`src/core/sdrpi_pkg.sv`:
```
// shared constants and types for the dual-rank sdram pin controller
package sdrpi_pkg;

  // ----------------------------------------------------------------
  // clocking and latency
  // ----------------------------------------------------------------
  localparam int unsigned REF_PERIOD_NS = 100;
  localparam int unsigned CK_DIV        = 4;   // ref cycles per ck period
  localparam int unsigned CK_PERIOD_NS  = REF_PERIOD_NS * CK_DIV;
  localparam logic [1:0]  PHASE_LAST    = 2'(CK_DIV - 1);
  localparam int unsigned CWL_CK        = 5;   // write latency in ck cycles
  localparam int unsigned CL_CK         = 6;   // read latency in ck cycles
  localparam logic [3:0]  WR_LAT_CNT    = 4'(CWL_CK - 1);
  localparam logic [3:0]  RD_LAT_CNT    = 4'(CL_CK - 1);

  // ----------------------------------------------------------------
  // burst and address fields
  // ----------------------------------------------------------------
  localparam int unsigned BEATS      = 8;
  localparam logic [2:0]  LAST_BL8   = 3'h7;
  localparam logic [2:0]  LAST_BC4   = 3'h3;
  localparam logic [15:0] A10_MASK   = 16'h0400;
  localparam logic [15:0] A12_MASK   = 16'h1000;
  localparam int unsigned A10_BIT    = 10;
  localparam int unsigned A12_BIT    = 12;

  // ----------------------------------------------------------------
  // command pin codes {ras_n, cas_n, we_n} and rank selects
  // ----------------------------------------------------------------
  localparam logic [2:0] RCW_ACT = 3'h3;
  localparam logic [2:0] RCW_RD  = 3'h5;
  localparam logic [2:0] RCW_WR  = 3'h4;
  localparam logic [2:0] RCW_PRE = 3'h2;
  localparam logic [2:0] RCW_MRS = 3'h0;
  localparam logic [2:0] RCW_REF = 3'h1;
  localparam logic [2:0] RCW_NOP = 3'h7;
  localparam logic [1:0] CS_NONE = 2'h3;
  localparam logic [1:0] RANK0   = 2'h1;
  localparam logic [1:0] RANK1   = 2'h2;

  typedef enum logic [3:0] {
    OP_NOP = 4'h0, OP_ACT = 4'h1, OP_RD  = 4'h2, OP_WR  = 4'h3,
    OP_PRE = 4'h4, OP_MRS = 4'h5, OP_REF = 4'h6, OP_PDE = 4'h7,
    OP_PDX = 4'h8, OP_SRE = 4'h9, OP_SRX = 4'ha
  } sdrpi_op_t;

  typedef struct packed {
    sdrpi_op_t   op;
    logic        rank;
    logic [2:0]  bank;
    logic [15:0] addr;
    logic        auto_pre;
    logic        bc4;
    logic        all_banks;
    logic [1:0]  mr_sel;
    logic [63:0] wdata;
    logic [7:0]  wmask;
  } sdrpi_req_t;

  typedef struct packed {
    logic [1:0]  cke;
    logic [1:0]  cs_n;
    logic [2:0]  rcw;
    logic [2:0]  ba;
    logic [15:0] a;
    logic [1:0]  odt;
  } sdrpi_ca_t;

  localparam sdrpi_ca_t CA_RST = '{cke: 2'h0, cs_n: CS_NONE, rcw: RCW_NOP,
                                   ba: 3'h0, a: 16'h0000, odt: 2'h0};

endpackage : sdrpi_pkg

```
`src/core/sdrpi_burst.sv`:
```
// eight-beat (four-beat when chopped) data serializer and read capture for the sdram data pins
`timescale 1ns/1ps
`default_nettype none
module sdrpi_burst (
  input  wire logic        clk_i,
  input  wire logic        arst_n_i,
  input  wire logic        wr_go_i,
  input  wire logic        rd_go_i,
  input  wire logic        bc4_i,
  input  wire logic [63:0] wdata_i,
  input  wire logic [7:0]  wmask_i,
  input  wire logic [7:0]  dq_sync_i,
  output logic      [7:0]  dq_o,
  output logic             dm_o,
  output logic             dq_oe_n_o,
  output logic             dqs_o,
  output logic      [63:0] rdata_o,
  output logic             rd_valid_o,
  output logic             done_o
);

  logic        active_reg;
  logic        write_reg;
  logic        bc4_reg;
  logic        sub_reg;
  logic [2:0]  beat_reg;
  logic [63:0] wdata_reg;
  logic [7:0]  wmask_reg;
  logic [7:0]  dq_reg;
  logic        dm_reg;
  logic        dqs_reg;
  logic        oe_n_reg;
  logic        done_reg;
  logic [7:0]  rbeat_reg [sdrpi_pkg::BEATS];

  wire logic [2:0] beat_nx = beat_reg + 3'h1;
  wire logic       last    = beat_reg == (bc4_reg ? sdrpi_pkg::LAST_BC4 : sdrpi_pkg::LAST_BL8);
  wire logic       step    = active_reg && sub_reg;
  wire logic       go      = wr_go_i || rd_go_i;

  // ----------------------------------------------------------------
  // beat sequencer: two ref cycles per beat, one beat per half ck
  // ----------------------------------------------------------------
  always_ff @(posedge clk_i or negedge arst_n_i) begin
    if (!arst_n_i) begin
      active_reg <= 1'b0;
      write_reg  <= 1'b0;
      bc4_reg    <= 1'b0;
      sub_reg    <= 1'b0;
      beat_reg   <= 3'h0;
      wdata_reg  <= 64'h0;
      wmask_reg  <= 8'h00;
      oe_n_reg   <= 1'b1;
    end else if (go) begin
      active_reg <= 1'b1;
      write_reg  <= wr_go_i;
      bc4_reg    <= bc4_i;
      sub_reg    <= 1'b0;
      beat_reg   <= 3'h0;
      wdata_reg  <= wdata_i;
      wmask_reg  <= wmask_i;
      oe_n_reg   <= ~wr_go_i;
    end else if (active_reg) begin
      sub_reg <= ~sub_reg;
      if (step && last) begin
        active_reg <= 1'b0;
        oe_n_reg   <= 1'b1;
      end else if (step) begin
        beat_reg <= beat_nx;
      end
    end
  end

  // write beats launch at the beat start, strobe flips mid-beat
  always_ff @(posedge clk_i or negedge arst_n_i) begin
    if (!arst_n_i) begin
      dq_reg  <= 8'h00;
      dm_reg  <= 1'b0;
      dqs_reg <= 1'b0;
    end else if (wr_go_i) begin
      dq_reg  <= wdata_i[7:0];
      dm_reg  <= wmask_i[0];
      dqs_reg <= 1'b0;
    end else if (active_reg && write_reg) begin
      if (!sub_reg) begin
        dqs_reg <= ~beat_reg[0];
      end else if (!last) begin
        dq_reg <= wdata_reg[{beat_nx, 3'h0} +: 8];
        dm_reg <= wmask_reg[beat_nx];
      end
    end
  end

  always_ff @(posedge clk_i or negedge arst_n_i) begin
    if (!arst_n_i) begin
      done_reg <= 1'b0;
    end else begin
      done_reg <= step && last;
    end
  end

  // ----------------------------------------------------------------
  // read capture, one slot per beat
  // ----------------------------------------------------------------
  for (genvar k = 0; k < sdrpi_pkg::BEATS; k++) begin : g_cap
    always_ff @(posedge clk_i or negedge arst_n_i) begin
      if (!arst_n_i) begin
        rbeat_reg[k] <= 8'h00;
      end else if (step && !write_reg && beat_reg == 3'(k)) begin
        rbeat_reg[k] <= dq_sync_i;
      end
    end
    assign rdata_o[k*8 +: 8] = rbeat_reg[k];
  end

  assign dq_o       = dq_reg;
  assign dm_o       = dm_reg;
  assign dqs_o      = dqs_reg;
  assign dq_oe_n_o  = oe_n_reg;
  assign done_o     = done_reg;
  assign rd_valid_o = done_reg && !write_reg;
endmodule : sdrpi_burst
`default_nettype wire

```
`src/core/sdrpi_host.sv`:
```
// host-side command, address and data pin controller for a two-rank sdram
//
// Contract
// - activate puts row on address; read/write put column, a10 requests auto-precharge.
// - precharge a10 low closes the bank on ba, high closes all banks.
// - load mode places the mode op-code on the address pins.
// - with on-the-fly chop, a12 high means 8 beats, low means 4.
// - bank bits pick one of eight banks for bank commands.
// - during load mode the bank bits pick mode register zero to three.
// - all command pins are sampled at ck rising; hold them around it.
// - cke low enters precharge/active power-down or self refresh per bank state.
// - cke sync for power-down and self refresh entry, async for self refresh exit.
// - controller selects a rank by asserting only that rank's chip select.
// - command is chip select plus ras, cas and we decoded together.
// - write beats with data mask high are not stored.
// - reset is active low, asserted and released asynchronously.
// - x4 parts move data over four bidirectional bits.
// - read strobe edge-aligned from device, write strobe centred from controller.
// - each access moves eight bus-wide beats, four when chopped, one per half ck.
// - x8 parts move data over eight bidirectional bits.
`timescale 1ns/1ps
`default_nettype none
module sdrpi_host (
  input  wire logic                 REF_CLK_I,
  input  wire logic                 ARST_N_I,
  input  wire sdrpi_pkg::sdrpi_req_t REQ_I,
  input  wire logic                 REQ_VALID_I,
  output logic                      REQ_READY_O,
  input  wire logic [1:0]           ODT_EN_I,
  input  wire logic                 MEM_RST_I,
  output logic      [63:0]          RDATA_O,
  output logic                      RDATA_VALID_O,
  output logic                      BUSY_O,
  output logic                      CK_O,
  output logic                      CK_N_O,
  output logic      [1:0]           CKE_O,
  output logic      [1:0]           CS_N_O,
  output logic                      RAS_N_O,
  output logic                      CAS_N_O,
  output logic                      WE_N_O,
  output logic      [2:0]           BA_O,
  output logic      [15:0]          A_O,
  output logic      [1:0]           ODT_O,
  output logic                      RESET_N_O,
  output logic                      DM_O,
  input  wire logic [7:0]           DQ_I,
  output logic      [7:0]           DQ_O,
  output logic                      DQ_OE_N_O,
  output logic                      DQS_O,
  output logic                      DQS_N_O,
  output logic                      DQS_OE_N_O
);

  typedef enum logic [2:0] {
    ST_IDLE   = 3'h0,
    ST_ISSUE  = 3'h1,
    ST_WLAT   = 3'h2,
    ST_WBURST = 3'h3,
    ST_RLAT   = 3'h4,
    ST_RBURST = 3'h5
  } sdrpi_state_t;

  sdrpi_state_t          state_reg;
  sdrpi_state_t          state_next;
  logic [3:0]            lat_reg;
  logic [3:0]            lat_next;
  logic [1:0]            phase_reg;
  logic                  rst_n_reg;
  sdrpi_pkg::sdrpi_ca_t  ca_reg;
  sdrpi_pkg::sdrpi_ca_t  ca_next;
  sdrpi_pkg::sdrpi_req_t req_reg;
  logic [7:0]            dq_s1_reg;
  logic [7:0]            dq_s2_reg;
  logic                  wr_go;
  logic                  rd_go;
  logic                  burst_done;
  logic                  dqs_int;

  // ----------------------------------------------------------------
  // ck divider: ck high in the upper half of the phase count
  // ----------------------------------------------------------------
  // pins launch at the ck fall, so each command sits a half ck either
  // side of the rising edge the device samples on
  wire logic tick   = phase_reg == sdrpi_pkg::PHASE_LAST;
  wire logic accept = tick && state_reg == ST_IDLE && REQ_VALID_I;

  always_ff @(posedge REF_CLK_I or negedge ARST_N_I) begin
    if (!ARST_N_I) begin
      phase_reg <= 2'h0;
    end else begin
      phase_reg <= phase_reg + 2'h1;
    end
  end

  // ----------------------------------------------------------------
  // command and address decode
  // ----------------------------------------------------------------
  wire sdrpi_pkg::sdrpi_op_t op = REQ_I.op;
  wire logic [1:0] rank_sel = REQ_I.rank ? sdrpi_pkg::RANK1 : sdrpi_pkg::RANK0;
  wire logic is_bus = op == sdrpi_pkg::OP_ACT || op == sdrpi_pkg::OP_RD || op == sdrpi_pkg::OP_WR ||
                      op == sdrpi_pkg::OP_PRE || op == sdrpi_pkg::OP_MRS || op == sdrpi_pkg::OP_REF ||
                      op == sdrpi_pkg::OP_SRE;
  wire logic cke_down = op == sdrpi_pkg::OP_PDE || op == sdrpi_pkg::OP_SRE;
  wire logic cke_up   = op == sdrpi_pkg::OP_PDX || op == sdrpi_pkg::OP_SRX;

  wire logic [2:0] rcw =
    (op == sdrpi_pkg::OP_ACT) ? sdrpi_pkg::RCW_ACT :
    (op == sdrpi_pkg::OP_RD)  ? sdrpi_pkg::RCW_RD  :
    (op == sdrpi_pkg::OP_WR)  ? sdrpi_pkg::RCW_WR  :
    (op == sdrpi_pkg::OP_PRE) ? sdrpi_pkg::RCW_PRE :
    (op == sdrpi_pkg::OP_MRS) ? sdrpi_pkg::RCW_MRS :
    (op == sdrpi_pkg::OP_REF || op == sdrpi_pkg::OP_SRE) ? sdrpi_pkg::RCW_REF : sdrpi_pkg::RCW_NOP;

  // column form: a10 carries auto-precharge, a12 high asks for the full burst
  wire logic [15:0] a_col = (REQ_I.addr & ~(sdrpi_pkg::A10_MASK | sdrpi_pkg::A12_MASK)) |
                            (REQ_I.auto_pre ? sdrpi_pkg::A10_MASK : 16'h0000) |
                            (REQ_I.bc4 ? 16'h0000 : sdrpi_pkg::A12_MASK);
  wire logic [15:0] a_pre = (REQ_I.addr & ~sdrpi_pkg::A10_MASK) |
                            (REQ_I.all_banks ? sdrpi_pkg::A10_MASK : 16'h0000);
  wire logic [15:0] a_sel = (op == sdrpi_pkg::OP_RD || op == sdrpi_pkg::OP_WR) ? a_col :
                            (op == sdrpi_pkg::OP_PRE) ? a_pre : REQ_I.addr;
  wire logic [2:0]  ba_sel = (op == sdrpi_pkg::OP_MRS) ? {1'b0, REQ_I.mr_sel}
                                                       : REQ_I.bank;

  // self refresh exit only raises cke; the device needs no clock edge for it
  wire logic [1:0] cke_sel = cke_down ? (ca_reg.cke & ~rank_sel) :
                             cke_up   ? (ca_reg.cke | rank_sel) : ca_reg.cke;

  always_comb begin
    ca_next = ca_reg;
    if (accept) begin
      ca_next.cke  = cke_sel;
      ca_next.cs_n = is_bus ? ~rank_sel : sdrpi_pkg::CS_NONE;
      ca_next.rcw  = is_bus ? rcw : sdrpi_pkg::RCW_NOP;
      ca_next.ba   = ba_sel;
      ca_next.a    = a_sel;
      ca_next.odt  = ODT_EN_I;
    end else if (tick) begin
      ca_next.cs_n = sdrpi_pkg::CS_NONE;
      ca_next.rcw  = sdrpi_pkg::RCW_NOP;
      ca_next.odt  = ODT_EN_I;
    end
  end

  // ----------------------------------------------------------------
  // sequencer: issue, wait latency, run the data burst
  // ----------------------------------------------------------------
  always_comb begin
    state_next = state_reg;
    lat_next   = lat_reg;
    wr_go      = 1'b0;
    rd_go      = 1'b0;
    unique case (state_reg)
      ST_IDLE: begin
        if (accept && (op == sdrpi_pkg::OP_RD || op == sdrpi_pkg::OP_WR)) begin
          state_next = ST_ISSUE;
        end
      end
      ST_ISSUE: begin
        if (tick) begin
          state_next = (req_reg.op == sdrpi_pkg::OP_WR) ? ST_WLAT : ST_RLAT;
          lat_next   = (req_reg.op == sdrpi_pkg::OP_WR) ? sdrpi_pkg::WR_LAT_CNT : sdrpi_pkg::RD_LAT_CNT;
        end
      end
      ST_WLAT, ST_RLAT: begin
        if (tick && lat_reg == 4'h0) begin
          wr_go      = state_reg == ST_WLAT;
          rd_go      = state_reg == ST_RLAT;
          state_next = (state_reg == ST_WLAT) ? ST_WBURST : ST_RBURST;
        end else if (tick) begin
          lat_next = lat_reg - 4'h1;
        end
      end
      ST_WBURST, ST_RBURST: begin
        if (burst_done) begin
          state_next = ST_IDLE;
        end
      end
      default: state_next = ST_IDLE;
    endcase
  end

  always_ff @(posedge REF_CLK_I or negedge ARST_N_I) begin
    if (!ARST_N_I) begin
      state_reg <= ST_IDLE;
      lat_reg   <= 4'h0;
      ca_reg    <= sdrpi_pkg::CA_RST;
      rst_n_reg <= 1'b0;
    end else begin
      state_reg <= state_next;
      lat_reg   <= lat_next;
      ca_reg    <= ca_next;
      rst_n_reg <= ~MEM_RST_I;
    end
  end

  // request held for the data phase; no reset needed, only read after accept
  always_ff @(posedge REF_CLK_I) begin
    if (accept) begin
      req_reg <= REQ_I;
    end
  end

  // read data arrives from the pins, two flops before any logic sees it;
  // a four-bit part carries its data on the low nibble only
  always_ff @(posedge REF_CLK_I or negedge ARST_N_I) begin
    if (!ARST_N_I) begin
      dq_s1_reg <= 8'h00;
      dq_s2_reg <= 8'h00;
    end else begin
      dq_s1_reg <= DQ_I;
      dq_s2_reg <= dq_s1_reg;
    end
  end

  sdrpi_burst u_burst (
    .clk_i      (REF_CLK_I),
    .arst_n_i   (ARST_N_I),
    .wr_go_i    (wr_go),
    .rd_go_i    (rd_go),
    .bc4_i      (req_reg.bc4),
    .wdata_i    (req_reg.wdata),
    .wmask_i    (req_reg.wmask),
    .dq_sync_i  (dq_s2_reg),
    .dq_o       (DQ_O),
    .dm_o       (DM_O),
    .dq_oe_n_o  (DQ_OE_N_O),
    .dqs_o      (dqs_int),
    .rdata_o    (RDATA_O),
    .rd_valid_o (RDATA_VALID_O),
    .done_o     (burst_done)
  );

  // ----------------------------------------------------------------
  // pin outputs
  // ----------------------------------------------------------------
  assign REQ_READY_O = tick && state_reg == ST_IDLE;
  assign BUSY_O      = state_reg != ST_IDLE;
  assign CK_O        = phase_reg[1];
  assign CK_N_O      = ~phase_reg[1];
  assign CKE_O       = ca_reg.cke;
  assign CS_N_O      = ca_reg.cs_n;
  assign RAS_N_O     = ca_reg.rcw[2];
  assign CAS_N_O     = ca_reg.rcw[1];
  assign WE_N_O      = ca_reg.rcw[0];
  assign BA_O        = ca_reg.ba;
  assign A_O         = ca_reg.a;
  assign ODT_O       = ca_reg.odt;
  assign RESET_N_O   = rst_n_reg;
  assign DQS_O       = dqs_int;
  assign DQS_N_O     = ~dqs_int;
  assign DQS_OE_N_O  = DQ_OE_N_O;
endmodule : sdrpi_host
`default_nettype wire

```
`config.mk`:
```
export PLATFORM = sky130hd
export DESIGN_NAME = sdrpi_host
export DESIGN_NICKNAME = d
export VERILOG_FILES = /design/src/core/sdrpi_pkg.sv /design/src/core/sdrpi_burst.sv /design/src/core/sdrpi_host.sv
export SDC_FILE = /design/constraint.sdc
export NUM_CORES = 1
export LEC_CHECK = 0
export BUFFER_PORTS_ARGS = -buffer_cell sky130_fd_sc_hd__buf_2
export CAP_MARGIN = 20
export CORE_MARGIN = 2
export CORE_UTILIZATION = 50
export DETAILED_ROUTE_END_ITERATION = 8
export PLACE_DENSITY = 0.71
export SLEW_MARGIN = 10
export SYNTH_ARGS = -nofsm -noshare
export SYNTH_HDL_FRONTEND = slang
export SYNTH_SLANG_ARGS = --single-unit
```
`constraint.sdc`:
```
create_clock -name REF_CLK_I -period 4.57 [get_ports REF_CLK_I]
set_clock_uncertainty 0.15 [all_clocks]
set_input_delay 0.457 -clock REF_CLK_I [delete_from_list [all_inputs] [get_ports REF_CLK_I]]
set_output_delay 0.457 -clock REF_CLK_I [all_outputs]
set_load 0.03 [all_outputs]
```
==> run summary <==
VDD sags by at most 0.000339 V. The library cell used most frequently in the layout, excluding fill and tap cells, is buf_2. The number of flip-flops in the largest register is 77. For this design, the sink count on the clock tree is 286. The number of hold violations in the final report was 0; the slew at the pin with the worst max-slew slack was 1.01 ns. The number of antenna violations at the first check in global routing is 0.

Averaged over all synthesized cells, the footprint is 15.9 um^2. The number of flops mapped to enable cells by yosys is 77, and the number of cell rows is 54. The worst setup path is launched from a register. The fraction of synthesis flops using an asynchronous set or reset pin works out to 0.731. The run gives 0.206 as the overall track demand over capacity in global routing. For this run, the leading register cell type out of synthesis is dfrtp_1. The logs give 0.329 for the worst relative slew slack and 316 MHz for the maximum clock frequency.

The first TritonRoute pass finished after 4 iterations. 226 I/O pins were placed. Setup repair after global routing left no endpoint under its margin. The critical path in this run is classified as reg -> reg. The number of buffers added on ports was 225; the total power density per cell area was 480 mW/mm^2.

Dividing the detail-routed via count by the number of cells gives 5.13. The tools report the synthesized net count as 828. The run finished with clean final reports. The number of nets in the finished design was 1160; the initial cell density of the core was 0.512. After legalization and detailed placement, the total HPWL measured 15200 um. In this run the register-to-register setup slack is 1.40 ns. The detailed-route via count was 6875; the length in cells of the worst reg-to-reg path was 6.

The fraction of the yosys area taken by sequential cells is 0.674, and the number of DRC violations after detailed routing is 0. In this run the remaining antenna-violating nets after routing total 0. The area added between synthesis and finish came out at 29.2%.

The clock buffer count from CTS was 29. The max-capacitance violation count is 0, and the maximum fanout encountered on the critical timing path is 19. For the total of fill cells in the finished design, the log shows 1598. The mapped netlist covers 0.0112 mm^2. The fraction of the cycle the final worst path needs came out at 0.693. Clock tree synthesis selected as its root buffer the cell clkbuf_16. The number of standard cells in the layout, taps in and fillers out was 1339. The area enclosed by the die boundary was 0.0236 mm^2.

The congestion estimate from routability-driven global placement came to 0.774. TritonCTS built the clock tree. For the worst setup path, the data arrival time is 3.42 ns.

The core region is 0.0219 mm^2. The number of antenna cells inserted is 0. The number of placed instances, taps included, is 1185.

The first-pass GRT wire length was 38900 um; the maximum number of pins on one net before global-route repair was 107. The end of the worst hold path is CS_N_O[0]. Source of the critical timing path: u_burst.beat_reg[0]. The synthesis-stage register bit count works out to 286. The floorplan step set the die height to 154 um.

The worst hold path was traced through 2 stages. The logs give 0 for the max-slew violation total from the final report and 6.95 nW for the reported leakage power. The type of the most critical hold path is in -> reg.

STA classifies the critical path endpoint as a register. The critical path data required time is 4.83 ns, and the number of library cell types mapped by synthesis is 56. The DRC marker count from the first detailed-route iteration came out at 352.

The per-cell routed wire length was 18.0 um; the number of cells produced by synthesis was 704. The tools report the number of H-tree levels as 1. The library cells used most frequently in the layout, excluding fill and tap cells, are buf_2 (224), dfrtp_1 (203), mux2_2 (153). The worst hold path begins at REQ_I[96].

The smallest clock period supported by the final layout is computed as 3.17 ns. Counting along the longest clock path gives a buffer depth of 3. The share of post-route cells with drive strength above 1 works out to 0.435. Setup violations remaining at the end of the flow were counted as 0. The run gives 0 ns as the total negative slack.

The capture point of the worst reg-to-reg path is u_burst.dq_o[0]. In this run the critical register-to-register path is launched from u_burst.beat_reg[0]. After detailed routing, the total wire length is 24100 um. The die width works out to 154 um. Summed over all layers, the global routing overflow is 0. During synthesis, Yosys emitted a total of 0 warnings. The via count of the first global-routing pass was 7224; the later-pin clock latency in the skew report was 0.54 ns. Clock-pin slew was measured on the worst setup and hold paths at 0.06 ns.
## cells in the mapped netlist (5+ instances only)
cell      count  share of area
ha_1          9          0.010
mux4_2        9          0.018
a21oi_1       5         0.0022
mux4_1        9          0.021
o21ai_0       9         0.0040
buf_2        14         0.0063
mux2i_1      14          0.013
mux2_2      153           0.15
inv_1        19         0.0064
nand2b_1      6         0.0034
nor3_1        7         0.0031
nand2_1      68          0.023
clkbuf_1      9         0.0030
edfxtp_1     77           0.21
o21ai_1       9         0.0040
nor2_1       15         0.0050
dfrtp_1     203           0.45
dfstp_2       6          0.014
## what timing repair did
action | 4_1_cts | 5_1_grt
hold endpoints to repair | 196 | 0
hold buffers | 99 | 0
gates resized for setup | 0 | 0
buffers inserted | 0 | 0
endpoints found under the setup margin | 0 | 0
## worst max-delay path by stage
stage	end	cells after the start
4_1_cts	u_burst.dq_o[5]	6
5_1_grt	u_burst.dq_o[0]	6
3_3_place_gp	u_burst.dq_o[3]	6
6_report	u_burst.dq_o[0]	6
2_1_floorplan	req_reg[0]	5
3_5_place_dp	u_burst.dq_o[5]	6
## layout make-up
class | instances | area, um^2 | area share
timing repair buffer | 332 | 2200 | 0.152
sequential | 286 | 7550 | 0.522
tap | 280 | 350 | 0.0242
clock buffer | 36 | 792 | 0.0547
inverter | 19 | 72.6 | 0.00502
clock inverter | 18 | 98.8 | 0.00683
multi-input combinational | 368 | 3400 | 0.235
## cells by family after synthesis
| logic type | share of synthesized area |
|---|---|
| buf+inv | 0.0231 |
| compound gates | 0.0285 |
| simple gates | 0.0543 |
| fa+ha+maj | 0.0101 |
| flops | 0.674 |
| xor+xnor | 0.00458 |
| mux | 0.206 |
## worst max-delay path: stages (launching register included)
cell	delay [ns]
dfrtp_1	0.42
inv_1	0.41
ha_1	0.91
mux4_1	0.66
mux2_2	0.27
mux2i_1	0.15
o21ai_1	0.07
## metrics by stage
step / setup WS, ns / instance area [um^2] / hold WS (ns) / total power, mW / util
6_report: 1.40 / 14500 / 0.0389 / 6.95 / 0.661
5_1_grt: 1.10 / 14500 / 0.0482 / 7.30 / 0.661
4_1_cts: 1.35 / 14500 / 0.0175 / 7.01 / 0.660
3_5_place_dp: 1.37 / 12600 / 0.187 / 4.76 / 0.574
3_3_place_gp: 1.44 / 12600 / 0.183 / 4.72 / 0.574
2_1_floorplan: 1.85 / 11200 / 0.0114 / 4.34 / -
## layer usage
metal	GRT usage	part of all wire	up-vias
li1	-	-	3220
met1	0.273	0.42	3402
met2	0.354	0.50	210
met3	0.0355	0.052	43
met4	0.0603	0.025	0
met5	0	0	-
## report_power, final
group          switching [mW]  internal (mW)
logic                   0.830          0.693
clock network           0.955           1.23
registers               0.252           2.99
(Power assumes the default switching activity.)
